$ cat src/ritdi_timer.sv
// Shared constants and the interval timer of the RAM/I-O/timer block
`timescale 1ns/1ps
package ritdi_pkg;
	// ==========================================================
	// Address field positions
	localparam int ADDR_W = 7;
	localparam int A_SEL0 = 0;
	localparam int A_SEL1 = 1;
	localparam int A_TIMER = 2;
	localparam int A_IRQ_EN = 3;
	localparam int A_TWRITE = 4;
	// ==========================================================
	// I/O register select codes on address bits 1..0
	localparam logic [1:0] IO_PA_OUT = 2'h0;
	localparam logic [1:0] IO_PA_DIR = 2'h1;
	localparam logic [1:0] IO_PB_OUT = 2'h2;
	localparam logic [1:0] IO_PB_DIR = 2'h3;
	// ==========================================================
	// Interval codes and the last prescaler value of each
	localparam logic [1:0] DIV_1 = 2'h0;
	localparam logic [1:0] DIV_8 = 2'h1;
	localparam logic [1:0] DIV_64 = 2'h2;
	localparam logic [1:0] DIV_1024 = 2'h3;
	localparam int PRE_W = 10;
	localparam logic [PRE_W-1:0] PRE_LAST_1 = 10'h000;
	localparam logic [PRE_W-1:0] PRE_LAST_8 = 10'h007;
	localparam logic [PRE_W-1:0] PRE_LAST_64 = 10'h03f;
	localparam logic [PRE_W-1:0] PRE_LAST_1024 = 10'h3ff;
	// ==========================================================
	// Flag register layout and reset values
	localparam int FLAG_TIMER = 7;
	localparam int FLAG_EDGE = 6;
	localparam logic [7:0] PORT_RST = 8'h00;
	localparam logic [7:0] COUNT_RST = 8'h00;
	localparam logic [7:0] RAM_RST = 8'h00;
	localparam int RAM_DEPTH = 128;
	localparam logic [7:0] PIN_IDLE = 8'hff;

	function automatic logic [PRE_W-1:0] pre_last(input logic [1:0] sel);
		logic [PRE_W-1:0] v;
		v = PRE_LAST_1;
		unique case (sel)
			DIV_1: v = PRE_LAST_1;
			DIV_8: v = PRE_LAST_8;
			DIV_64: v = PRE_LAST_64;
			DIV_1024: v = PRE_LAST_1024;
		endcase
		return v;
	endfunction
endpackage

module ritdi_timer (
	input wire logic clk, // System clock
	input wire logic rst, // Synchronous reset, high
	input wire logic load, // Write strobe, one cycle
	input wire logic [7:0] load_val, // Interval count to start from
	input wire logic [1:0] div_sel, // Interval select
	output logic [7:0] count, // Current counter value
	output logic timeout // One-cycle pulse at timeout
);
	typedef struct packed {
		logic [7:0] count;
		logic [ritdi_pkg::PRE_W-1:0] pre;
		logic [ritdi_pkg::PRE_W-1:0] last;
		logic fast;
		logic tout;
	} ritdi_tmr_t;

	ritdi_tmr_t st_r;
	ritdi_tmr_t st_nxt;

	// ==========================================================
	// Counter
	always_comb begin
		st_nxt = st_r;
		st_nxt.tout = 1'b0;
		if (load) begin
			st_nxt.count = load_val;
			st_nxt.last = ritdi_pkg::pre_last(div_sel);
			st_nxt.pre = ritdi_pkg::pre_last(div_sel);
			st_nxt.fast = 1'b0;
		end else if (st_r.fast) begin
			// Past timeout the count runs at clock rate to show elapsed time
			st_nxt.count = st_r.count - 8'h01;
		end else if (st_r.pre == '0) begin
			st_nxt.pre = st_r.last;
			st_nxt.count = st_r.count - 8'h01;
			if (st_r.count == 8'h00) begin
				st_nxt.fast = 1'b1;
				st_nxt.tout = 1'b1;
			end
		end else begin
			st_nxt.pre = st_r.pre - 10'h001;
		end
		if (rst) begin
			// Reset parks the timer as already expired, with no pending pulse
			st_nxt.count = ritdi_pkg::COUNT_RST;
			st_nxt.pre = '0;
			st_nxt.last = ritdi_pkg::PRE_LAST_1;
			st_nxt.fast = 1'b1;
			st_nxt.tout = 1'b0;
		end
	end

	always_ff @(posedge clk) begin
		st_r <= st_nxt;
	end

	assign count = st_r.count;
	assign timeout = st_r.tout;

	// ==========================================================
	// Checks
	property p_tmr_load;
		@(posedge clk) disable iff (rst)
		load |=> count == $past(load_val) && !timeout;
	endproperty
	a_tmr_load: assert property (p_tmr_load) else $error("timer load lost");

	property p_tmr_fast;
		@(posedge clk) disable iff (rst)
		(timeout && !load) |=> count == $past(count) - 8'h01;
	endproperty
	a_tmr_fast: assert property (p_tmr_fast) else $error("no clock-rate count");
endmodule

$ cat src/ritdi_top.sv
// RAM, port, timer decode and interrupt logic of the peripheral
// Behaviour
// - Flag register holds timer and edge flags; a read puts both on the bus.
// - Reading the flag register clears the edge flag.
// - Any read or write of the timer clears the timer flag.
// - RAM selected when high select high, low select low, memory select low.
// - With memory select high, address bit 2 picks timer (1) or I/O (0).
// - Bits 1..0 pick port A out, A direction, B out, B direction; all RW.
// - Timer write needs bits 4 and 2 high; bits 1..0 pick 1/8/64/1024.
// - Every timer access latches address bit 3 as timer interrupt enable.
// - Timer-space read: bit 0 low gives count, high gives flags.
// - Write with bit 4 low loads edge enable (bit 1) and polarity (bit 0).
// - Selected edge on the sense pin sets flag bit 6; request if enabled.
// - Edge flag sets whatever the sense pin direction.
// - Reset disables edge interrupt, picks falling edge; edge may still set flag.
// - Timeout sets flag bit 7 whether or not enabled.
// - Request idles released and pulls low; open drain, wire-OR capable.
// - Direction bit 0 makes pin input, 1 drives it from output register.
// - After timeout the count drops each clock, read as two's complement.
`timescale 1ns/1ps
module ritdi_top (
	input wire logic CORE_CLK, // 50 MHz system clock
	input wire logic SYS_RST, // Synchronous reset, high
	input wire logic BUS_STROBE, // One cycle per bus access
	input wire logic CHIP_SEL_HIGH, // Select, active high
	input wire logic CHIP_SEL_LOW_N, // Select, active low
	input wire logic MEMORY_SELECT_N, // Low picks RAM, high picks registers
	input wire logic READ_NOT_WRITE, // 1 read, 0 write
	input wire logic [6:0] ADDR, // Address
	input wire logic [7:0] DATA_IN, // Write data
	output logic [7:0] DATA_OUT, // Read data
	output logic DATA_OE, // Read data driven
	input wire logic [7:0] PORT_A_IN, // Port A pin levels
	output logic [7:0] PORT_A_OUT, // Port A drive value
	output logic [7:0] PORT_A_OE, // Port A drive enables
	output logic [7:0] PORT_B_OUT, // Port B drive value
	output logic [7:0] PORT_B_OE, // Port B drive enables
	output logic IRQ_N_OUT, // Request pin value, always low
	output logic IRQ_N_OE // Request pin pulled low
);
	typedef struct packed {
		logic [ritdi_pkg::RAM_DEPTH-1:0][7:0] ram;
		logic [7:0] pa_out;
		logic [7:0] pa_dir;
		logic [7:0] pb_out;
		logic [7:0] pb_dir;
		logic [7:0] sync1;
		logic [7:0] sync2;
		logic [7:0] sync3;
		logic [7:0] pins;
		logic tflag;
		logic eflag;
		logic ten;
		logic een;
		logic rise;
		logic [7:0] rdata;
		logic roe;
	} ritdi_state_t;

	ritdi_state_t st_r;
	ritdi_state_t st_nxt;
	logic [7:0] tmr_count;
	logic tmr_tout;

	// ==========================================================
	// Address decode
	logic sel;
	logic ram_acc;
	logic reg_acc;
	logic io_acc;
	logic tsp_acc;
	logic tmr_wr;
	logic edge_wr;
	logic tmr_rd;
	logic flag_rd;
	logic tmr_acc;
	logic edge_hit;
	logic [7:0] flag_byte;

	always_comb begin
		sel = BUS_STROBE && CHIP_SEL_HIGH && !CHIP_SEL_LOW_N;
		ram_acc = sel && !MEMORY_SELECT_N;
		reg_acc = sel && MEMORY_SELECT_N;
		io_acc = reg_acc && !ADDR[ritdi_pkg::A_TIMER];
		tsp_acc = reg_acc && ADDR[ritdi_pkg::A_TIMER];
		tmr_wr = tsp_acc && !READ_NOT_WRITE && ADDR[ritdi_pkg::A_TWRITE];
		edge_wr = tsp_acc && !READ_NOT_WRITE && !ADDR[ritdi_pkg::A_TWRITE];
		tmr_rd = tsp_acc && READ_NOT_WRITE && !ADDR[ritdi_pkg::A_SEL0];
		flag_rd = tsp_acc && READ_NOT_WRITE && ADDR[ritdi_pkg::A_SEL0];
		tmr_acc = tmr_wr || tmr_rd;
		flag_byte = 8'h00;
		flag_byte[ritdi_pkg::FLAG_TIMER] = st_r.tflag;
		flag_byte[ritdi_pkg::FLAG_EDGE] = st_r.eflag;
	end

	// ==========================================================
	// Interval timer
	ritdi_timer u_timer (
		.clk(CORE_CLK),
		.rst(SYS_RST),
		.load(tmr_wr),
		.load_val(DATA_IN),
		.div_sel(ADDR[ritdi_pkg::A_SEL1:ritdi_pkg::A_SEL0]),
		.count(tmr_count),
		.timeout(tmr_tout)
	);

	// ==========================================================
	// State update
	always_comb begin
		st_nxt = st_r;
		st_nxt.roe = 1'b0;
		// Pin synchroniser; a level counts only once stages two and three agree
		st_nxt.sync1 = PORT_A_IN;
		st_nxt.sync2 = st_r.sync1;
		st_nxt.sync3 = st_r.sync2;
		for (int i = 0; i < 8; i++) begin
			if (st_r.sync2[i] == st_r.sync3[i]) begin
				st_nxt.pins[i] = st_r.sync3[i];
			end
		end
		// Sensing looks at the pin itself, so direction has no say
		edge_hit = (st_nxt.pins[7] != st_r.pins[7]) && (st_nxt.pins[7] == st_r.rise);

		if (ram_acc && !READ_NOT_WRITE) begin
			st_nxt.ram[ADDR] = DATA_IN;
		end
		if (io_acc && !READ_NOT_WRITE) begin
			unique case (ADDR[ritdi_pkg::A_SEL1:ritdi_pkg::A_SEL0])
				ritdi_pkg::IO_PA_OUT: st_nxt.pa_out = DATA_IN;
				ritdi_pkg::IO_PA_DIR: st_nxt.pa_dir = DATA_IN;
				ritdi_pkg::IO_PB_OUT: st_nxt.pb_out = DATA_IN;
				ritdi_pkg::IO_PB_DIR: st_nxt.pb_dir = DATA_IN;
			endcase
		end
		if (tmr_acc) begin
			st_nxt.ten = ADDR[ritdi_pkg::A_IRQ_EN];
			st_nxt.tflag = 1'b0;
		end
		if (edge_wr) begin
			st_nxt.een = ADDR[ritdi_pkg::A_SEL1];
			st_nxt.rise = ADDR[ritdi_pkg::A_SEL0];
		end
		if (flag_rd) begin
			st_nxt.eflag = 1'b0;
		end
		// A new event beats a clear in the same cycle
		if (tmr_tout) begin
			st_nxt.tflag = 1'b1;
		end
		if (edge_hit) begin
			st_nxt.eflag = 1'b1;
		end

		// Read data is captured before the flag clears take effect
		if (sel && READ_NOT_WRITE) begin
			st_nxt.roe = 1'b1;
			if (ram_acc) begin
				st_nxt.rdata = st_r.ram[ADDR];
			end else if (io_acc) begin
				unique case (ADDR[ritdi_pkg::A_SEL1:ritdi_pkg::A_SEL0])
					// Port A reads the pins, port B its own register
					ritdi_pkg::IO_PA_OUT: st_nxt.rdata = st_r.pins;
					ritdi_pkg::IO_PA_DIR: st_nxt.rdata = st_r.pa_dir;
					ritdi_pkg::IO_PB_OUT: st_nxt.rdata = st_r.pb_out;
					ritdi_pkg::IO_PB_DIR: st_nxt.rdata = st_r.pb_dir;
				endcase
			end else if (flag_rd) begin
				st_nxt.rdata = flag_byte;
			end else begin
				st_nxt.rdata = tmr_count;
			end
		end

		if (SYS_RST) begin
			st_nxt.ram = '0;
			st_nxt.pa_out = ritdi_pkg::PORT_RST;
			st_nxt.pa_dir = ritdi_pkg::PORT_RST;
			st_nxt.pb_out = ritdi_pkg::PORT_RST;
			st_nxt.pb_dir = ritdi_pkg::PORT_RST;
			// Idle high as on the pull-ups, so a pin high at release gives no false edge
			st_nxt.sync2 = ritdi_pkg::PIN_IDLE;
			st_nxt.sync3 = ritdi_pkg::PIN_IDLE;
			st_nxt.pins = ritdi_pkg::PIN_IDLE;
			st_nxt.tflag = 1'b0;
			st_nxt.ten = 1'b0;
			st_nxt.een = 1'b0;
			st_nxt.rise = 1'b0;
			// A pin held low through reset lands as a falling edge just after release
			st_nxt.eflag = 1'b0;
			st_nxt.rdata = ritdi_pkg::RAM_RST;
			st_nxt.roe = 1'b0;
		end
	end

	always_ff @(posedge CORE_CLK) begin
		st_r <= st_nxt;
	end

	// ==========================================================
	// Outputs
	assign DATA_OUT = st_r.rdata;
	assign DATA_OE = st_r.roe;
	assign PORT_A_OUT = st_r.pa_out;
	assign PORT_A_OE = st_r.pa_dir;
	assign PORT_B_OUT = st_r.pb_out;
	assign PORT_B_OE = st_r.pb_dir;
	assign IRQ_N_OUT = 1'b0;
	assign IRQ_N_OE = (st_r.tflag && st_r.ten) || (st_r.eflag && st_r.een);

	// ==========================================================
	// Checks
	property p_flag_read;
		@(posedge CORE_CLK) disable iff (SYS_RST)
		flag_rd |=> DATA_OE && DATA_OUT == {$past(st_r.tflag), $past(st_r.eflag), 6'h00};
	endproperty
	a_flag_read: assert property (p_flag_read) else $error("flag read wrong");

	property p_edge_clear;
		@(posedge CORE_CLK) disable iff (SYS_RST)
		(flag_rd && !edge_hit) |=> !st_r.eflag;
	endproperty
	a_edge_clear: assert property (p_edge_clear) else $error("edge flag kept");

	property p_timer_clear;
		@(posedge CORE_CLK) disable iff (SYS_RST)
		(tmr_acc && !tmr_tout) |=> !st_r.tflag;
	endproperty
	a_timer_clear: assert property (p_timer_clear) else $error("timer flag kept");

	property p_ram_write;
		@(posedge CORE_CLK) disable iff (SYS_RST)
		(ram_acc && !READ_NOT_WRITE) |=> st_r.ram[$past(ADDR)] == $past(DATA_IN);
	endproperty
	a_ram_write: assert property (p_ram_write) else $error("RAM write lost");

	property p_dir_write;
		@(posedge CORE_CLK) disable iff (SYS_RST)
		(io_acc && !READ_NOT_WRITE && ADDR[1:0] == 2'h1) |=> PORT_A_OE == $past(DATA_IN);
	endproperty
	a_dir_write: assert property (p_dir_write) else $error("direction write lost");

	property p_ten_latch;
		@(posedge CORE_CLK) disable iff (SYS_RST)
		tmr_acc |=> st_r.ten == $past(ADDR[3]);
	endproperty
	a_ten_latch: assert property (p_ten_latch) else $error("timer enable not latched");

	property p_edge_ctl;
		@(posedge CORE_CLK) disable iff (SYS_RST)
		edge_wr |=> st_r.een == $past(ADDR[1]) && st_r.rise == $past(ADDR[0]);
	endproperty
	a_edge_ctl: assert property (p_edge_ctl) else $error("edge control lost");

	property p_edge_set;
		@(posedge CORE_CLK) disable iff (SYS_RST)
		edge_hit |=> st_r.eflag;
	endproperty
	a_edge_set: assert property (p_edge_set) else $error("edge missed");

	property p_tout_set;
		@(posedge CORE_CLK) disable iff (SYS_RST)
		tmr_tout |=> st_r.tflag;
	endproperty
	a_tout_set: assert property (p_tout_set) else $error("timeout missed");

	property p_irq;
		@(posedge CORE_CLK) disable iff (SYS_RST)
		(st_r.tflag && st_r.ten) || (st_r.eflag && st_r.een) |-> IRQ_N_OE && !IRQ_N_OUT;
	endproperty
	a_irq: assert property (p_irq) else $error("request not pulled");

	property p_unselected;
		@(posedge CORE_CLK) disable iff (SYS_RST)
		!sel |=> !DATA_OE && $stable(st_r.pa_dir) && $stable(st_r.ten);
	endproperty
	a_unselected: assert property (p_unselected) else $error("unselected change");

	property p_pa_read;
		@(posedge CORE_CLK) disable iff (SYS_RST)
		(io_acc && READ_NOT_WRITE && ADDR[1:0] == ritdi_pkg::IO_PA_OUT)
			|=> DATA_OUT == $past(st_r.pins);
	endproperty
	a_pa_read: assert property (p_pa_read) else $error("port A read not from pins");

	property p_pb_read;
		@(posedge CORE_CLK) disable iff (SYS_RST)
		(io_acc && READ_NOT_WRITE && ADDR[1:0] == ritdi_pkg::IO_PB_OUT)
			|=> DATA_OUT == $past(PORT_B_OUT);
	endproperty
	a_pb_read: assert property (p_pb_read) else $error("port B read wrong");

	property p_ram_read;
		@(posedge CORE_CLK) disable iff (SYS_RST)
		(ram_acc && READ_NOT_WRITE) |=> DATA_OE && DATA_OUT == $past(st_r.ram[ADDR]);
	endproperty
	a_ram_read: assert property (p_ram_read) else $error("RAM read wrong");

	property p_tmr_read;
		@(posedge CORE_CLK) disable iff (SYS_RST)
		tmr_rd |=> DATA_OE && DATA_OUT == $past(tmr_count);
	endproperty
	a_tmr_read: assert property (p_tmr_read) else $error("timer read wrong");

	property p_rst_ctl;
		@(posedge CORE_CLK)
		SYS_RST |=> !st_r.een && !st_r.rise && !st_r.ten && !DATA_OE;
	endproperty
	a_rst_ctl: assert property (p_rst_ctl) else $error("reset control state wrong");

	property p_irq_rise;
		@(posedge CORE_CLK) disable iff (SYS_RST)
		$rose(IRQ_N_OE) |-> $past(tmr_tout) || $past(edge_hit) || $past(tmr_acc) || $past(edge_wr);
	endproperty
	a_irq_rise: assert property (p_irq_rise) else $error("request with no cause");

	property p_rd_oe;
		@(posedge CORE_CLK) disable iff (SYS_RST)
		sel |=> DATA_OE == $past(READ_NOT_WRITE);
	endproperty
	a_rd_oe: assert property (p_rd_oe) else $error("bus drive wrong for access");

	property p_unsel_mem;
		@(posedge CORE_CLK) disable iff (SYS_RST)
		!sel |=> $stable(st_r.ram) && $stable(st_r.pb_out) && $stable(st_r.een);
	endproperty
	a_unsel_mem: assert property (p_unsel_mem) else $error("unselected store change");

	property p_tflag_hold;
		@(posedge CORE_CLK) disable iff (SYS_RST)
		(st_r.tflag && !tmr_acc) |=> st_r.tflag;
	endproperty
	a_tflag_hold: assert property (p_tflag_hold) else $error("timer flag lost");

	property p_eflag_hold;
		@(posedge CORE_CLK) disable iff (SYS_RST)
		(st_r.eflag && !flag_rd) |=> st_r.eflag;
	endproperty
	a_eflag_hold: assert property (p_eflag_hold) else $error("edge flag lost");
endmodule

$ cat config.mk
export PLATFORM = sky130hd
export DESIGN_NAME = ritdi_top
export DESIGN_NICKNAME = d
export VERILOG_FILES = /design/src/ritdi_timer.sv /design/src/ritdi_top.sv
export SDC_FILE = /design/constraint.sdc
export NUM_CORES = 2
export LEC_CHECK = 0
export ABC_AREA = 1
export BUFFER_PORTS_ARGS = -buffer_cell sky130_fd_sc_hd__buf_4
export CAP_MARGIN = 25
export CORE_MARGIN = 1.5
export CORE_UTILIZATION = 50
export CTS_CLUSTER_SIZE = 40
export DETAILED_ROUTE_END_ITERATION = 8
export GPL_TIMING_DRIVEN = 0
export PLACE_DENSITY_LB_ADDON = 0.1
export SETUP_SLACK_MARGIN = 0.3
export SYNTH_ARGS = -nofsm -noshare
export SYNTH_HDL_FRONTEND = slang
export SYNTH_SLANG_ARGS = --single-unit
$ cat constraint.sdc
create_clock -name CORE_CLK -period 4.4 [get_ports CORE_CLK]
set_input_delay 0.44 -clock CORE_CLK [delete_from_list [all_inputs] [get_ports CORE_CLK]]
set_output_delay 0.44 -clock CORE_CLK [all_outputs]
set_load 0.02 [all_outputs]
Yosys cells after proc, flatten, opt, wreduce, memory -nomap -nowiden
Index checks and enable logic that the tools add are counted.
W data, S select, Z words.
{ "op_classes": {"muxes": 25, "reduce_logical": 38, "multipliers": 0, "div_mod_pow": 0, "n_eq_ne": 14, "shift": 0, "bitwise_logic": 1, "magnitude_cmp": 2, "addsub": 2} }
{ "op_table": {"columns": ["op", "count"], "rows": [
  ["$bwmux W1024", 1],
  ["$bmux W8 S7", 1],
  ["$demux W8 S7", 1],
  ["$mux W8", 7],
  ["$pmux W10 S4", 1],
  ["$pmux W8 S4", 1],
  ["$mux W10", 2],
  ["$logic_and A1 B1 Y1", 19],
  ["$mux W18", 1],
  ["$logic_not A10 Y1", 1],
  ["$sub A10 B1 Y10 const B", 1],
  ["$eq A1 B1 Y1", 9],
  ["$logic_not A8 Y1", 1],
  ["$lt A7 B8 Y1 const B", 1],
  ["$reduce_and A2 Y1", 4],
  ["$sub A8 B1 Y8 const B", 1],
  ["$ge A7 B1 Y1 const B", 1],
  ["$mux W1", 7],
  ["$logic_not A1 Y1", 6],
  ["$mux W2", 3],
  ["$eq A2 B2 Y1 const B", 2],
  ["$reduce_bool A2 Y1", 2],
  ["$reduce_or A4 Y1", 1],
  ["$reduce_bool A3 Y1", 1],
  ["other kinds (6)", 7]
]} }
{ "word_totals": {"register_bits": 1132, "mem_count": 0, "in_bits": 30, "latchBits": 0, "elab_cells": 237, "ram_bits": 0, "mem_bits_ro": 0} }

Logic depth before layout (Yosys ltp)
{ "depth": {"ltp_word": 9, "ltp_mapped": 16} }

Hierarchy
From an unflattened synthesis, not the netlist that was laid out.
{ "hier_totals": {"cells_unflattened": 7068, "hier_area_um2": 50000.5} }
{ "modules_own_cells": {"columns": ["module", "n_inst", "cells_each", "seq_area_each_um2", "area_per_inst_um2"], "rows": [
  ["ritdi_top", 1, 6861, 22061.2, 48559.1],
  ["ritdi_timer", 1, 207, 460.4, 1441.4]
]} }

Worst setup path after synthesis
Ideal clock, no wire load.
{ "synth_timing": {"path_type": "input -> register", "from": "in BUS_STROBE", "to": "reg st_r[691] (netlist name)", "arrival_time_ps": 1885, "setup_time_ps": 129, "required_time_ps": 4271, "path_slack_ps": 2387, "stages": 13, "n_path_buf": 2, "cell_sequence": "nand2_1 nor2_2 inv_2 nor2_8 inv_2 nor2_8 nand2_1 inv_2 buf_4 nand2_1 clkbuf_1 o21ai_1 a21oi_1"} }
{ "synth_between": {"elab_chain_cells": 4} }
{ "synth_rtl": {"columns": ["element", "line_no", "rtl"], "rows": [
  ["from (decl)", "ritdi_top.sv:24", "input wire logic BUS_STROBE,"],
  ["$logic_and A1 B1 Y1 (2 in a row)", "ritdi_top.sv:81", "sel = BUS_STROBE && CHIP_SEL_HIGH && !CHIP_SEL_LOW_N;"],
  ["$logic_and A1 B1 Y1", "ritdi_top.sv:82", "ram_acc = sel && !MEMORY_SELECT_N;"],
  ["$logic_and A1 B1 Y1", "ritdi_top.sv:125", "if (ram_acc && !READ_NOT_WRITE) begin"],
  ["to (signal assigned)", "ritdi_top.sv:197", "st_r <= st_nxt;"],
  ["to (decl)", "ritdi_top.sv:60", "ritdi_state_t st_r;"]
]} }
No other way between the ends.
A chain may end at the register's enable or synchronous reset.

Worst setup path after layout
{ "layout_timing": {"from": "in ADDR[2]", "to": "reg st_r (netlist bit DATA_OUT[3])"} }
{ "layout_between": {"elab_chain_cells": 6, "word_cells_on_any_way": 10} }
{ "layout_rtl": {"columns": ["element", "line_no", "rtl"], "rows": [
  ["from (decl)", "ritdi_top.sv:29", "input wire logic [6:0] ADDR,"],
  ["parallel branches: the longest is 5 deep, another holds $bmux W8 S7", null, null],
  ["$mux W8 (*)", "ritdi_top.sv:158", "if (ram_acc) begin"]
]} }
Every way passes the cells marked *. The select of a mux whose other input is x is not followed.

==> run metrics <==
status finished clean; share of cells above drive strength 1 8.48%; clk buf depth 3; I/O Pins 73; sequential-to-total area share from yosys stat 44.9%; max-slew violations 0; CP Cell Sequence buf_2, clkbuf_1, buf_8, clkbuf_2, nand3_1, nand3_1, nand2_1, nor2_1, nor2_1, nor2_1, nand3_1, nand2_1, a21oi_1; DPL Wire Length 193,000 µm; WP data required 5030 ps; PwrDens 406 mW/mm²; commonest non-fill, non-tap cell in the layout nand2_1; DRT Wirelength 269,000 µm; num rows 116; Final Util 58.1%; hold_sp ADDR[3]; PortBufs 59; Detail Route Antenna Nets 0; Worst slew margin 14.4%; syn avg cell area 6.91 µm²; Vias 55,500; antenna violations before repair 28; CP max stage cell clkbuf_2; Die Area 0.102 mm²; maxcap violations 0; category of the critical setup timing path in2reg; synthesis-to-layout area growth 15.6%; Die X 320 µm; largest incremental delay on the critical path 830 ps; vias in the first global route 48,600; Hold WS 62.2 ps; GRT Total Usage 50.9%; synthesis warning total 0; count of cell types in the netlist 36; CP Launch Type primary input; VDD IR max 356 µV; Max Fclk 240 MHz; fin nets 7,568; DR WL/cell 30.0 µm; Static Leak 21.0 nW; Pre-antenna DRT Iters 9; Final Hold Fails 0; RSZ-0062 raised after global routing false; clk sinks 1,125; worst r2r src st_r[604]; Synth Instances 7,261; Root Buffer clkbuf_16; Clock Skew 20.0 ps; first-pass GRT wire length 366,000 µm; Yosys reg bits 1,125; # setup viols final 0; Synth top area share 44.9%; Clk Latency, worst-skew pair 780 ps; DRC violations left 0; grt ovf 0; Crit Path Max Fanout 10; Starting Density 50.3%; total CTS buffers 120; H-tree Lvls 3; worst-margin pin slew 1280 ps; post-synth net total 7,294; routability congestion estimate 1.08; CTS resizes 0; Most used DFF post-synth dfxtp_1; initial detailed-routing violation count 8,920; Synth area leaders dfxtp_1 (45%), a21oi_1 (12%), o21ai_0 (10%), nand2_1 (9.3%), inv_1 (6.7%); core region area 0.0999 mm²; min-delay worst type in2reg; RR Endpoint DATA_OUT[6]; Die H 320 µm; TritonCTS clock tree yes; CP endpoint kind flip-flop; R2R setup slack 1450 ps; crit path DAT 4800 ps; most frequent cells in the layout nand2_1 (1,239), a21oi_1 (1,199), dfxtp_1 (1,125); Mapped Area 0.0502 mm²; ys async rst share 0%; clock-pin transition on the worst setup and hold timing paths 70 ps; R2R depth 12; Final Critical Period 4170 ps; largest net degree at the start of global routing 18; EDFF count, synth 0; Vias/cell 6.20; Hold Crit Endpoint st_r[11]; Final period util 94.8%; Yosys top cell by area dfxtp_1; worst hold stages 3
-- worst max-delay path, delay by kind of cell --
family	cells	cell delay [ps]
simple gates	8	2110
buf+inv	4	2130
compound gates	1	70
-- kinds of logic (layout without fill, tap and decap cells) --
kind of cell	Yosys count	count (layout)	share of synthesized area, %
AOI/OAI and AO/OA	2473	2473	25.4
xor gates and xnor gates	8	8	0.140
adders and majority gates	3	3	0.0748
buffers and inverters	1540	1911	12.3
DFF	1125	1125	44.9
other	1	25	0.00747
and+or+nand+nor	2111	2111	17.2
-- worst max-delay path by stage --
stage | start | endpoint | slack (ps) | depth (start not counted)
5_1_grt | ADDR[2] | DATA_OUT[3] | 600 | 13
4_1_cts | ADDR[0] | DATA_OUT[7] | 830 | 16
6_report | ADDR[2] | DATA_OUT[3] | 230 | 13
3_3_place_gp | ADDR[2] | DATA_OUT[6] | -760 | 12
2_1_floorplan | BUS_STROBE | st_r[691] | 2390 | 13
3_5_place_dp | ADDR[0] | DATA_OUT[7] | 50 | 16
-- repair_timing --
item                      in CTS  in global routing
hold endpoints to repair       8                  0
buffers inserted               0                  0
hold buffers                   8                  0
-- cells in the mapped netlist (2+ instances only) --
| library cell | number |
|---|---|
| nand2_1 | 1239 |
| a21oi_1 | 1199 |
| dfxtp_1 | 1125 |
| o21ai_0 | 1027 |
| inv_1 | 892 |
| nor2_1 | 413 |
| nand3_1 | 367 |
| clkbuf_1 | 348 |
| buf_2 | 167 |
| o21ai_1 | 102 |
| o21a_1 | 98 |
| buf_4 | 48 |
| nand4_1 | 46 |
| buf_1 | 43 |
| inv_2 | 34 |
| nor2_2 | 19 |
| or2_2 | 18 |
| a22oi_1 | 15 |
| a31oi_1 | 9 |
| clkinv_1 | 7 |
| o211ai_1 | 6 |
| xor2_1 | 5 |
| a211oi_1 | 4 |
| a221oi_1 | 4 |
| o2111ai_1 | 4 |
| o22ai_1 | 4 |
| ha_1 | 3 |
| nor3_1 | 3 |
| xnor2_1 | 3 |
| nor2_8 | 2 |
| nor4_1 | 2 |
-- flip-flops by register name, indices dropped and copies added (netlist names) --
register	count
PORT_A_OUT	8
DATA_OUT	8
st_r	1059
DATA_OE	1
flag_byte	2
PORT_B_OE	8
u_timer.timeout	1
u_timer.count	8
PORT_B_OUT	8
u_timer.st_r	14
PORT_A_OE	8
-- per-layer routing --
| metal | track usage (%) | vias to the layer above | part of all wire, % |
|---|---|---|---|
| met5 | 0 | - | 0.057 |
| li1 | - | 24100 | - |
| met1 | 62.0 | 25800 | 36 |
| met4 | 41.6 | 22 | 10 |
| met2 | 71.8 | 4289 | 40 |
| met3 | 18.3 | 1275 | 14 |
-- through the flow --
step                setup WS, ps  TNS (ps)  cell area (µm²)  total power [W]  cells
finish                       231         0            58000           0.0236   8954
global route                 600         0            57900           0.0238   8930
CTS                          833         0            57900           0.0232   8927
detailed placement          50.0         0            53600           0.0125   8700
global placement            -757     -4220            52300           0.0124   8618
floorplan                   2390         0            50200           0.0113   7261
-- layout make-up --
class	instances	area [µm²]
fill	9820	41900
clock buffer	163	3380
tap	1298	1620
timing repair buffer	152	1870
antenna	24	60.1
inverter	933	3500
multi-input combinational	4596	21500
clock inverter	56	856
sequential	1125	22500
buffer	607	2700
-- power by group --
part / total, W / internal, W / switching (W) / leakage (nW)
Clock: 0.0111 / 0.00644 / 0.00463 / 2.07
Combinational: 0.00225 / 0.000444 / 0.00180 / 9.87
Sequential: 0.0102 / 0.0102 / 0.0000229 / 9.07
Power figures use the tool's default switching activity.
